===== src/hw/dph_pkg.sv =====
// Purpose: Constants shared by the page count and transmit header register bank.
// Assumes: Field positions counted with bit 0 as the least significant bit of the bus word.
// Notes: Layout bit n of the quadlet drawing maps to bus bit 31-n.
// Behaviour
// - Page count register resets to zero and ignores serial-bus resets.
// - Upper half holds transmit pages still to fetch, loaded from data_size.
// - Lower half holds receive pages still to fetch, loaded from data_size.
// - Each page fetch decrements the matching transmit or receive count.
// - View select 00 shows the write request header at E8h to F4h.
// - Header registers reset to zero unless noted, bus resets ignored.
// - First header register resets to 0001 0010h.
// - Speed code field is read-only, defaults to 1h.
// - Transaction label field is read-only.
// - Retry code field is read-only.
// - Transaction code defaults to 1h and is forced to 1h while packetizer runs.
// - Priority field is read-only.
// - Second header register upper half carries destination node.
// - Second header register lower half carries upper destination offset.
// - Third header register carries lower destination offset.
// - Fourth header register resets to 0008 0000h, length defaults to 8h.
// - Fourth header register lower half carries extended transaction code.
// - View select 01 shows packetizer status words at the same addresses.
package dph_pkg;
   // =====================================================================
   // Register offsets.
   localparam logic [11:0] OFS_PAGES = 12'h0E4;
   localparam logic [11:0] OFS_HDR0 = 12'h0E8;
   localparam logic [11:0] OFS_HDR1 = 12'h0EC;
   localparam logic [11:0] OFS_HDR2 = 12'h0F0;
   localparam logic [11:0] OFS_HDR3 = 12'h0F4;
   localparam logic [11:0] OFS_CTRL = 12'h0FC;
   // =====================================================================
   // Reset values.
   localparam logic [31:0] RST_PAGES = 32'h00000000;
   localparam logic [31:0] RST_HDR0 = 32'h00010010;
   localparam logic [31:0] RST_HDR1 = 32'h00000000;
   localparam logic [31:0] RST_HDR2 = 32'h00000000;
   localparam logic [31:0] RST_HDR3 = 32'h00080000;
   localparam logic [2:0] RST_CTRL = 3'h0;
   // =====================================================================
   // Field positions and widths.
   localparam int PG_W = 16;
   localparam int TXPG_LSB = 16;
   localparam int RXPG_LSB = 0;
   localparam int SPD_LSB = 16;
   localparam int LBL_LSB = 10;
   localparam int RTY_LSB = 8;
   localparam int TCD_LSB = 4;
   localparam int PRI_LSB = 0;
   localparam int NODE_LSB = 16;
   localparam int OFSU_LSB = 0;
   localparam int LEN_LSB = 16;
   localparam int EXT_LSB = 0;
   localparam int VIEW_LSB = 0;
   localparam int PKTZ_BIT = 2;
   // =====================================================================
   // Codes.
   localparam logic [1:0] VIEW_WRREQ = 2'h0;
   localparam logic [1:0] VIEW_STATUS = 2'h1;
   localparam logic [3:0] TCODE_WRREQ = 4'h1;
endpackage : dph_pkg


===== src/hw/dph_regs.sv =====
// Purpose: Page count and transmit request header register bank on APB.
// Assumes: Engine strobes are one-cycle pulses synchronous to i_clk_sys.
// Notes: No serial-bus reset input; these registers never see one.
//
// Chosen here: the APB slave port.
`timescale 1ns/1ps
`default_nettype none
module dph_regs
   import dph_pkg::*;
(
   input wire logic i_clk_sys,
   input wire logic i_rst,
   input wire logic i_psel,
   input wire logic i_penable,
   input wire logic i_pwrite,
   input wire logic [11:0] i_paddr,
   input wire logic [31:0] i_pwdata,
   output logic o_pready,
   output logic [31:0] o_prdata,
   output logic o_pslverr,
   input wire logic i_tx_load,
   input wire logic i_rx_load,
   input wire logic [15:0] i_data_size,
   input wire logic i_tx_fetched,
   input wire logic i_rx_fetched,
   output logic [15:0] o_tx_pages_remaining,
   output logic [15:0] o_rx_pages_remaining,
   input wire logic i_hdr_capture,
   input wire logic [1:0] i_hdr_speed,
   input wire logic [5:0] i_hdr_label,
   input wire logic [1:0] i_hdr_retry,
   input wire logic [3:0] i_hdr_tcode,
   input wire logic [3:0] i_hdr_priority,
   input wire logic [15:0] i_hdr_dest_node,
   input wire logic [15:0] i_hdr_offset_upper,
   input wire logic [31:0] i_hdr_offset_lower,
   input wire logic [15:0] i_hdr_length,
   input wire logic [15:0] i_hdr_ext_tcode,
   input wire logic [31:0] i_status_word0,
   input wire logic [31:0] i_status_word1,
   input wire logic [31:0] i_status_word2,
   input wire logic [31:0] i_status_word3,
   output logic o_tx_packetizer_enable,
   output logic [1:0] o_header_view_select,
   output logic [31:0] o_hdr_word0,
   output logic [31:0] o_hdr_word1,
   output logic [31:0] o_hdr_word2,
   output logic [31:0] o_hdr_word3
);
   // =====================================================================
   // State.
   typedef struct packed {
      logic [31:0] w0;
      logic [31:0] w1;
      logic [31:0] w2;
      logic [31:0] w3;
      logic [1:0] view;
      logic pktz;
      logic seen;
   } dph_regs_t;
   dph_regs_t st_ff;
   dph_regs_t nxt_st;

   logic wr_en;
   logic hit;
   logic [31:0] rdata;
   logic [31:0] hdr_view0;
   logic [31:0] hdr_view1;
   logic [31:0] hdr_view2;
   logic [31:0] hdr_view3;
   logic wr_pages;
   logic wr_hdr1;
   logic wr_hdr2;
   logic wr_hdr3;
   logic wr_ctrl;
   logic sw_open;
   logic [1:0] cnt_load;
   logic [1:0] cnt_dec;
   logic [PG_W-1:0] cnt_wr_val [2];
   logic [PG_W-1:0] cnt_val [2];

   // =====================================================================
   // Bus front end.
   dph_apb_slave u_apb (
      .i_clk_sys(i_clk_sys),
      .i_rst(i_rst),
      .i_psel(i_psel),
      .i_penable(i_penable),
      .i_pwrite(i_pwrite),
      .i_hit(hit),
      .i_rdata(rdata),
      .o_pready(o_pready),
      .o_pslverr(o_pslverr),
      .o_prdata(o_prdata),
      .o_wr_en(wr_en)
   );

   // Write strobes per register.
   assign wr_pages = wr_en && (i_paddr == OFS_PAGES);
   assign wr_hdr1 = wr_en && (i_paddr == OFS_HDR1);
   assign wr_hdr2 = wr_en && (i_paddr == OFS_HDR2);
   assign wr_hdr3 = wr_en && (i_paddr == OFS_HDR3);
   assign wr_ctrl = wr_en && (i_paddr == OFS_CTRL);
   // Software may only touch header fields while the packetizer is off.
   assign sw_open = !st_ff.pktz;

   // =====================================================================
   // Page counters: index 0 transmit, index 1 receive.
   assign cnt_load = {i_rx_load, i_tx_load};
   assign cnt_dec = {i_rx_fetched, i_tx_fetched};
   assign cnt_wr_val[0] = i_pwdata[TXPG_LSB +: PG_W];
   assign cnt_wr_val[1] = i_pwdata[RXPG_LSB +: PG_W];

   for (genvar g = 0; g < 2; g++)
   begin : g_cnt
      dph_page_counter u_cnt (
         .i_clk_sys(i_clk_sys),
         .i_rst(i_rst),
         .i_load(cnt_load[g]),
         .i_load_val(i_data_size),
         .i_wr(wr_pages),
         .i_wr_val(cnt_wr_val[g]),
         .i_dec(cnt_dec[g]),
         .o_count(cnt_val[g])
      );
   end

   assign o_tx_pages_remaining = cnt_val[0];
   assign o_rx_pages_remaining = cnt_val[1];

   // =====================================================================
   // Read mux; the view select swaps the whole E8h to F4h window.
   always_comb
   begin
      hdr_view0 = 32'h00000000;
      hdr_view1 = 32'h00000000;
      hdr_view2 = 32'h00000000;
      hdr_view3 = 32'h00000000;
      case (st_ff.view)
         VIEW_WRREQ:
         begin
            hdr_view0 = st_ff.w0;
            hdr_view1 = st_ff.w1;
            hdr_view2 = st_ff.w2;
            hdr_view3 = st_ff.w3;
         end
         VIEW_STATUS:
         begin
            hdr_view0 = i_status_word0;
            hdr_view1 = i_status_word1;
            hdr_view2 = i_status_word2;
            hdr_view3 = i_status_word3;
         end
         default:
         begin
            hdr_view0 = 32'h00000000;
         end
      endcase
   end

   // Address decode; anything else is unmapped and errors on the bus.
   always_comb
   begin
      hit = 1'b1;
      rdata = 32'h00000000;
      case (i_paddr)
         OFS_PAGES: rdata = {cnt_val[0], cnt_val[1]};
         OFS_HDR0: rdata = hdr_view0;
         OFS_HDR1: rdata = hdr_view1;
         OFS_HDR2: rdata = hdr_view2;
         OFS_HDR3: rdata = hdr_view3;
         OFS_CTRL: rdata = {29'h00000000, st_ff.pktz, st_ff.view};
         default: hit = 1'b0;
      endcase
   end

   // =====================================================================
   // Header state. Capture from the transmit path wins over a software write
   // in the same cycle, because losing a real header would be worse.
   always_comb
   begin
      nxt_st = st_ff;
      nxt_st.seen = 1'b1;
      if (wr_ctrl)
      begin
         nxt_st.view = i_pwdata[VIEW_LSB +: 2];
         nxt_st.pktz = i_pwdata[PKTZ_BIT];
      end
      // Software writes to the open fields only.
      if (wr_hdr1 && sw_open)
         nxt_st.w1[OFSU_LSB +: 16] = i_pwdata[OFSU_LSB +: 16];
      if (wr_hdr2 && sw_open)
         nxt_st.w2 = i_pwdata;
      if (wr_hdr3 && sw_open)
      begin
         nxt_st.w3[LEN_LSB +: 16] = i_pwdata[LEN_LSB +: 16];
         nxt_st.w3[EXT_LSB +: 16] = i_pwdata[EXT_LSB +: 16];
      end
      // Read-only fields follow the request actually sent.
      if (i_hdr_capture)
      begin
         nxt_st.w0[SPD_LSB +: 2] = i_hdr_speed;
         nxt_st.w0[LBL_LSB +: 6] = i_hdr_label;
         nxt_st.w0[RTY_LSB +: 2] = i_hdr_retry;
         nxt_st.w0[TCD_LSB +: 4] = i_hdr_tcode;
         nxt_st.w0[PRI_LSB +: 4] = i_hdr_priority;
         nxt_st.w1[NODE_LSB +: 16] = i_hdr_dest_node;
         nxt_st.w1[OFSU_LSB +: 16] = i_hdr_offset_upper;
         nxt_st.w2 = i_hdr_offset_lower;
         nxt_st.w3[LEN_LSB +: 16] = i_hdr_length;
         nxt_st.w3[EXT_LSB +: 16] = i_hdr_ext_tcode;
      end
      // A running packetizer always sends write requests.
      if (st_ff.pktz)
         nxt_st.w0[TCD_LSB +: 4] = TCODE_WRREQ;
      // Reserved bits stay zero whatever the capture carries.
      nxt_st.w0[31:18] = 14'h0000;
   end

   // Reset only; these flops have no serial-bus reset path.
   always_ff @(posedge i_clk_sys or posedge i_rst)
   begin
      if (i_rst)
      begin
         st_ff.w0 <= RST_HDR0;
         st_ff.w1 <= RST_HDR1;
         st_ff.w2 <= RST_HDR2;
         st_ff.w3 <= RST_HDR3;
         st_ff.view <= RST_CTRL[VIEW_LSB +: 2];
         st_ff.pktz <= RST_CTRL[PKTZ_BIT];
         st_ff.seen <= 1'b0;
      end
      else
      begin
         st_ff <= nxt_st;
      end
   end

   // Outputs toward the packetizer.
   assign o_tx_packetizer_enable = st_ff.pktz;
   assign o_header_view_select = st_ff.view;
   assign o_hdr_word0 = st_ff.w0;
   assign o_hdr_word1 = st_ff.w1;
   assign o_hdr_word2 = st_ff.w2;
   assign o_hdr_word3 = st_ff.w3;
endmodule : dph_regs
`default_nettype wire


===== src/hw/dph_page_counter.sv =====
// Purpose: One page-table entry counter with load, software write and decrement.
// Assumes: Loads carry a nonzero count.
// Notes: Counter saturates at zero so a stray fetch cannot wrap it.
`timescale 1ns/1ps
`default_nettype none
module dph_page_counter
   import dph_pkg::*;
(
   input wire logic i_clk_sys,
   input wire logic i_rst,
   input wire logic i_load,
   input wire logic [PG_W-1:0] i_load_val,
   input wire logic i_wr,
   input wire logic [PG_W-1:0] i_wr_val,
   input wire logic i_dec,
   output logic [PG_W-1:0] o_count
);
   // =====================================================================
   // State.
   typedef struct packed {
      logic [PG_W-1:0] count;
   } dph_cnt_t;
   dph_cnt_t st_ff;
   dph_cnt_t nxt_st;
   logic [PG_W-1:0] base;

   // A new command load wins; a fetch in the same cycle as a write still counts.
   always_comb
   begin
      nxt_st = st_ff;
      base = i_wr ? i_wr_val : st_ff.count;
      if (i_load)
      begin
         nxt_st.count = i_load_val;
      end
      else if (i_dec && (base != '0))
      begin
         nxt_st.count = base - {{(PG_W-1){1'b0}}, 1'b1};
      end
      else
      begin
         nxt_st.count = base;
      end
   end

   // Reset value zero; no serial-bus reset input exists on purpose.
   always_ff @(posedge i_clk_sys or posedge i_rst)
   begin
      if (i_rst)
         st_ff <= '0;
      else
         st_ff <= nxt_st;
   end

   assign o_count = st_ff.count;
endmodule : dph_page_counter
`default_nettype wire


===== src/hw/dph_apb_slave.sv =====
// Purpose: APB slave front end with a registered read path.
// Assumes: Read data for the setup address is presented combinationally by the bank.
// Notes: No wait states; unmapped access answers with pslverr.
`timescale 1ns/1ps
`default_nettype none
module dph_apb_slave
   import dph_pkg::*;
(
   input wire logic i_clk_sys,
   input wire logic i_rst,
   input wire logic i_psel,
   input wire logic i_penable,
   input wire logic i_pwrite,
   input wire logic i_hit,
   input wire logic [31:0] i_rdata,
   output logic o_pready,
   output logic o_pslverr,
   output logic [31:0] o_prdata,
   output logic o_wr_en
);
   // =====================================================================
   // State.
   typedef struct packed {
      logic [31:0] prdata;
   } dph_apb_t;
   dph_apb_t st_ff;
   dph_apb_t nxt_st;

   // Read data is caught in the setup cycle so the access phase sees a flop.
   always_comb
   begin
      nxt_st = st_ff;
      if (i_psel && !i_penable && !i_pwrite)
         nxt_st.prdata = i_hit ? i_rdata : 32'h00000000;
   end

   always_ff @(posedge i_clk_sys or posedge i_rst)
   begin
      if (i_rst)
         st_ff <= '0;
      else
         st_ff <= nxt_st;
   end

   // Handshake answers in the first access cycle.
   assign o_pready = i_psel && i_penable;
   assign o_pslverr = i_psel && i_penable && !i_hit;
   assign o_wr_en = i_psel && i_penable && i_pwrite && i_hit;
   assign o_prdata = st_ff.prdata;
endmodule : dph_apb_slave
`default_nettype wire


===== config.mk =====
export PLATFORM = sky130hd
export DESIGN_NAME = dph_regs
export DESIGN_NICKNAME = d
export VERILOG_FILES = /design/src/hw/dph_pkg.sv /design/src/hw/dph_regs.sv /design/src/hw/dph_page_counter.sv /design/src/hw/dph_apb_slave.sv
export SDC_FILE = /design/constraint.sdc
export NUM_CORES = 1
export LEC_CHECK = 0
export BUFFER_PORTS_ARGS = -buffer_cell sky130_fd_sc_hd__buf_4
export CAP_MARGIN = 15
export CORE_AREA = 5 5 192 194
export CTS_CLUSTER_SIZE = 28
export DETAILED_ROUTE_END_ITERATION = 8
export DIE_AREA = 0 0 197 199
export REMOVE_ABC_BUFFERS = 1
export SYNTH_ARGS = -nofsm -noshare
export SYNTH_HDL_FRONTEND = slang
export SYNTH_SLANG_ARGS = --single-unit

===== constraint.sdc =====
create_clock -name i_clk_sys -period 6.2 [get_ports i_clk_sys]
set_input_delay 1.24 -clock i_clk_sys [delete_from_list [all_inputs] [get_ports i_clk_sys]]
set_output_delay 1.24 -clock i_clk_sys [all_outputs]
set_load 0.05 [all_outputs]

==> flow_summary.json, run 1 <==
{
  "avgSynthCellArea_sq_um": 9.55,
  "fp-row-count": 69,
  "clock_sinks": 181,
  "die_w_um": 197,
  "rsz0062_at_grt": "no",
  "arrival_ns": 5.18,
  "setup_slack_ns": 1.37,
  "finalHoldViolCount": 0,
  "relSlewSlack_pct": 15.8,
  "nets": 1933,
  "detail_route.wl_per_cell_um": 24.2,
  "place_congestion": 0.864,
  "io_pins": 509,
  "viasPerCell": 5.38,
  "h-tree-depth": 4,
  "yosysUniqueCellTypes": 72,
  "status": "completed",
  "startpoint_type": "input port",
  "drtIter0Drc": 529,
  "cts-root-buf": "clkbuf_16",
  "syn_area_sq_mm": 0.0113,
  "hp-class": "register to register",
  "cp.required_ns": 6.54,
  "power_leakage_uw": 0.00702,
  "setup-violations-final": 0,
  "clockBufferDepth": 2,
  "yosys_warnings": 0,
  "first_pass_iters": 4,
  "seq_area_frac_synth_pct": 40.2,
  "ir_drop_v": 0.000187,
  "die_y_um": 199,
  "grt_pass1_wl_um": 73700,
  "start_util_pct": 32.2,
  "coreArea_sq_mm": 0.0351,
  "clk_latency_ns": 0.45,
  "num_vias": 11270,
  "synth_edf_count": 0,
  "hpwl_um": 37300,
  "wirelength_um": 50700,
  "power_density_mw_per_mm2": 232,
  "fin_worst_skew_ns": 0.0140,
  "fin_setup_tns_ns": 0,
  "dieArea_sq_mm": 0.0392,
  "syn_inst": 1182,
  "drt.antenna.violating_nets": 0,
  "criticalPathCategory": "input port to register",
  "endpoint_kind": "register",
  "place_ws_ns": 0.953,
  "layout_commonest_cell": "buf_4",
  "whs_ns": 0.473,
  "post-cts-setup-buffers": 0,
  "drive_gt1_share_pct": 37.7,
  "clk_pin_slew_ns": 0.08,
  "grt_use_total_pct": 24.7,
  "synthArstFlopShare_pct": 100,
  "globalRoute.totalOverflow": 0,
  "antenna_found_initial": 2,
  "drc": 0,
  "synthToLayoutAreaGrowth_pct": 40.6,
  "cts_tree": "built",
  "synth_ff_type": "dfrtp_1",
  "finalCritPeriodShare_pct": 78.0,
  "io_buffer_count": 494,
  "cts_buffers": 17,
  "cp_max_fo": 22,
  "min_period_ns": 4.83,
  "cap_violations": 0,
  "grt_max_degree": 109,
  "final_max_slew_viol_count": 0,
  "fmax_mhz": 207,
  "post_cts_resized": 0,
  "final_cell_mix": "507 x buf_4, 189 x mux2i_1, 177 x dfrtp_1",
  "grt_pass1_vias": 11569,
  "ys_seq_elements": 181,
  "worst_pin_slew_ns": 1.26,
  "cts-hold-fix-buffers": 0
}
-- sequential cells by signal, indices dropped and copies added, names as in the netlist --
signal	flops
o_hdr_word2	32
o_hdr_word1	32
g_cnt.u_cnt.o_count	32
u_apb.o_prdata	32
o_hdr_word0	18
o_header_view_select	2
o_hdr_word3	32
o_tx_packetizer_enable	1
-- final timing paths --
path                                                     startpoint                              endpoint  slack, ns  cells past startpoint
worst max-delay path                                     i_paddr[3]  g_cnt[1].u_cnt.o_count[15]$_DFF_PP0_       1.37                     11
worst min-delay path                 u_apb.o_prdata[10]$_DFFE_PP0P_        u_apb.o_prdata[10]$_DFFE_PP0P_       0.47                      2
worst max register to register  o_header_view_select[0]$_DFFE_PP0P_        u_apb.o_prdata[22]$_DFFE_PP0P_       2.90                      5
worst min register to register       u_apb.o_prdata[10]$_DFFE_PP0P_        u_apb.o_prdata[10]$_DFFE_PP0P_       0.47                      2
max in group asynchronous                                     i_rst           o_hdr_word2[17]$_DFFE_PP0P_       3.97                      3
min in group asynchronous                                     i_rst            o_hdr_word0[6]$_DFFE_PP0P_       0.91                      2
-- power breakdown --
group          internal [uW]  switching, uW
registers               1290            126
logic                    414            733
clock network            593            517
total                   2300           1380
-- Yosys cell counts, types with 12 or more instances --
cell / instances / area share, %
inv_1: 14 / 0.47
o21ai_0: 74 / 3.3
mux2_2: 39 / 3.9
clkbuf_1: 65 / 2.2
a221oi_1: 12 / 0.93
o21ai_1: 51 / 2.3
mux2i_1: 189 / 17
a22oi_1: 20 / 1.3
xnor2_1: 18 / 1.4
dfrtp_1: 178 / 39
nand2_1: 132 / 4.4
buf_2: 14 / 0.62
o22ai_1: 18 / 1.0
xor2_1: 13 / 1.0
nor3_1: 32 / 1.4
nor2_1: 74 / 2.5
a21oi_1: 29 / 1.3
o221ai_1: 12 / 0.93
buf_4: 15 / 1.0
-- layout make-up --
type                    instances  area (sq um)
multi-input cells             894          6290
repair buffers                509          3840
fillers                      3555         19200
diodes                          2          5.00
flip-flops and latches        181          4540
clock inverters                13           131
clock buffers                  19           433
inverters                      14          60.1
well taps                     461           577
-- cells by family (layout without fill, tap and decap cells) --
family	count (synthesis)	in the layout	synth area share (%)
AO/OA/AOI/OAI	277	277	15.9
XOR/XNOR	31	31	2.41
adder cells (fa/ha/maj)	4	4	0.443
buffers and inverters	120	555	4.91
flip-flops	181	181	40.2
multiplexers	230	230	21.0
other	1	16	0.0332
AND/OR/NAND/NOR	338	338	15.2
-- critical path: stages --
cell and delay, ns:
buf_4 0.16, or4b_2 0.73, or4_4 0.68, mux2i_1 0.25, ha_1 0.28, and4b_1 0.26
a211o_1 0.30, a21boi_1 0.63, nor3b_1 0.32, xnor2_1 0.10, o311ai_1 0.22
-- metal layers --
metal  vias to the layer above  track usage, %  wire length, um  share of wire, %
met1                      5579            31.3            21400                42
met3                        61            4.88             2880               5.7
met2                       438            42.9            25400                50
met4                         0            7.04             1000               2.0
li1                       5192               -                -                 -
met5                         -               0                0                 0
-- per-stage QoR --
step	util (%)	cell area (sq um)	power [uW]	instances
2_1_floorplan	-	10800	2070	1089
3_3_place_gp	43.7	15300	2580	2059
3_5_place_dp	43.7	15300	2590	2059
4_1_cts	45.3	15900	3710	2091
5_1_grt	45.3	15900	3820	2093
6_report	45.3	15900	3680	2093
No activity file was read; power rests on OpenSTA's default activity.
==> run 2, diff against run 1 <==
clock period = 4.2 ns   (was 6.2 ns; I/O delays follow)
==> flow_summary.json, run 2 (synthesized netlist as in run 1, its figures left out) <==
{
  "num_vias": 11452,
  "finalCritPeriodShare_pct": 91.8,
  "drive_gt1_share_pct": 38.9,
  "clk_pin_slew_ns": 0.07,
  "io_buffer_count": 494,
  "place_area_sq_mm": 0.0156,
  "rsz0062_at_grt": "no",
  "cp_max_fo": 7,
  "clock_sinks": 181,
  "endpoint_kind": "register",
  "relSlewSlack_pct": 39.3,
  "detail_route.wl_per_cell_um": 24.0,
  "busiest_layer": "met2",
  "p_switching_uw": 2030,
  "clk_latency_ns": 0.44,
  "final_cell_mix": "533 x buf_4, 189 x mux2i_1, 177 x dfrtp_1",
  "grt_use_met1_pct": 31.0,
  "pwr-share-comb_pct": 31.0,
  "min_period_ns": 3.85,
  "post-cts-setup-buffers": 0,
  "fmax_mhz": 259,
  "layout_commonest_cell": "buf_4",
  "dp_cells": 2088,
  "antenna_found_initial": 2,
  "cts_tree": "built",
  "place_congestion": 0.885,
  "place_ws_ns": -0.0902,
  "drt.antenna.violating_nets": 0,
  "die_y_um": 199,
  "cts-hold-fix-buffers": 0,
  "clockBufferDepth": 2,
  "drc": 0,
  "nets": 1962,
  "startpoint_type": "input port",
  "intPower_uw": 3490,
  "worst_pin_slew_ns": 0.911,
  "criticalPathCategory": "input port to register",
  "pwr-share-seq_pct": 37.9,
  "start_util_pct": 32.2,
  "drtIter0Drc": 766,
  "viasPerCell": 5.40,
  "dieArea_sq_mm": 0.0392,
  "power_density_mw_per_mm2": 341,
  "ir_drop_v": 0.000257,
  "hold_path_depth": 2,
  "arrival_ns": 4.18,
  "cp.required_ns": 4.53,
  "use_met2_pct": 43.8,
  "coreArea_sq_mm": 0.0351,
  "setup-violations-final": 0,
  "final_max_slew_viol_count": 0,
  "final_area_sq_mm": 0.0162,
  "hp-class": "register to register",
  "fin_worst_skew_ns": 0.00777,
  "cts-root-buf": "clkbuf_16",
  "h-tree-depth": 4,
  "status": "completed",
  "setup_slack_ns": 0.346,
  "p_sw_share_pct": 36.8,
  "globalRoute.totalOverflow": 0,
  "io_pins": 509,
  "grt_max_degree": 109,
  "first_pass_iters": 5,
  "grt_use_total_pct": 24.7,
  "grt_pass1_vias": 11726,
  "power_leakage_uw": 0.00718,
  "synthToLayoutAreaGrowth_pct": 43.2,
  "final_cells": 2122,
  "post_cts_resized": 0,
  "fp-row-count": 69,
  "grt_pass1_wl_um": 73600,
  "hpwl_um": 38200,
  "wirelength_um": 50900,
  "die_w_um": 197,
  "whs_ns": 0.473,
  "r2r_cells": 7,
  "cts_buffers": 17,
  "clkPwrFrac_pct": 31.1,
  "finalHoldViolCount": 0,
  "cap_violations": 0,
  "use_met3_pct": 4.81
}
==> run 2: cell types whose count changed in the layout (fill, tap and decap cells not counted) <==
cell / delta
bufinv_16: +1
clkbuf_1: -1
clkinv_2: -1
buf_4: +26
buf_12: +3
clkbuf_8: +1
==> run 2: final cells by class <==
cell class | instances | area [sq um]
Fill cell | 3496 | 18900
Multi-Input combinational cell | 894 | 6290
Sequential cell | 181 | 4540
Timing Repair Buffer | 538 | 4090
Tap cell | 461 | 577
Clock buffer | 19 | 443
Clock inverter | 13 | 156
Inverter | 14 | 60.1
Antenna cell | 2 | 5.00
==> run 2: critical path: stages <==
cell       delay [ns]
buf_4            0.11
or4b_2           0.69
or4_4            0.50
mux2i_1          0.23
ha_1             0.22
or4b_2           0.62
o2111ai_1        0.19
a21boi_1         0.19
buf_4            0.21
nor2b_1          0.13
a31oi_1          0.18
a21oi_1          0.08
==> run 2: metal layers <==
metal	wire length [um]	share of wire [%]
met1	20800	41
met2	25900	51
met3	3140	6.2
met4	1060	2.1
met5	0	0
==> run 2: worst paths after layout <==
check	from	end	slack, ns
min in group asynchronous	i_rst	o_hdr_word0[2]$_DFFE_PP0P_	0.55
max in group asynchronous	i_rst	o_hdr_word2[25]$_DFFE_PP0P_	2.67
setup reg to reg	g_cnt[1].u_cnt.o_count[3]$_DFF_PP0_	g_cnt[1].u_cnt.o_count[9]$_DFF_PP0_	1.21
hold reg to reg	u_apb.o_prdata[10]$_DFFE_PP0P_	u_apb.o_prdata[10]$_DFFE_PP0P_	0.47
setup / recovery	i_paddr[3]	g_cnt[1].u_cnt.o_count[11]$_DFF_PP0_	0.35
hold / removal	u_apb.o_prdata[10]$_DFFE_PP0P_	u_apb.o_prdata[10]$_DFFE_PP0P_	0.47
==> run 2: power groups by stage <==
stage	registers [uW]	clock network [uW]	logic (uW)
floorplan	2660	0	391
global placement	2120	0	1700
detailed placement	2120	0	1720
CTS	2090	1760	1720
global route	2120	1820	1800
finish	2090	1710	1710
==> run 2: per-stage QoR <==
stage                     total power (uW)  TNS [ns]  utilization, %
after floorplan                       3050   -322.72               -
after global placement                3820   -0.0657            44.4
after detailed placement              3840    -0.378            44.4
after CTS                             5570         0            46.1
after global routing                  5740         0            46.1
final                                 5520         0            46.1
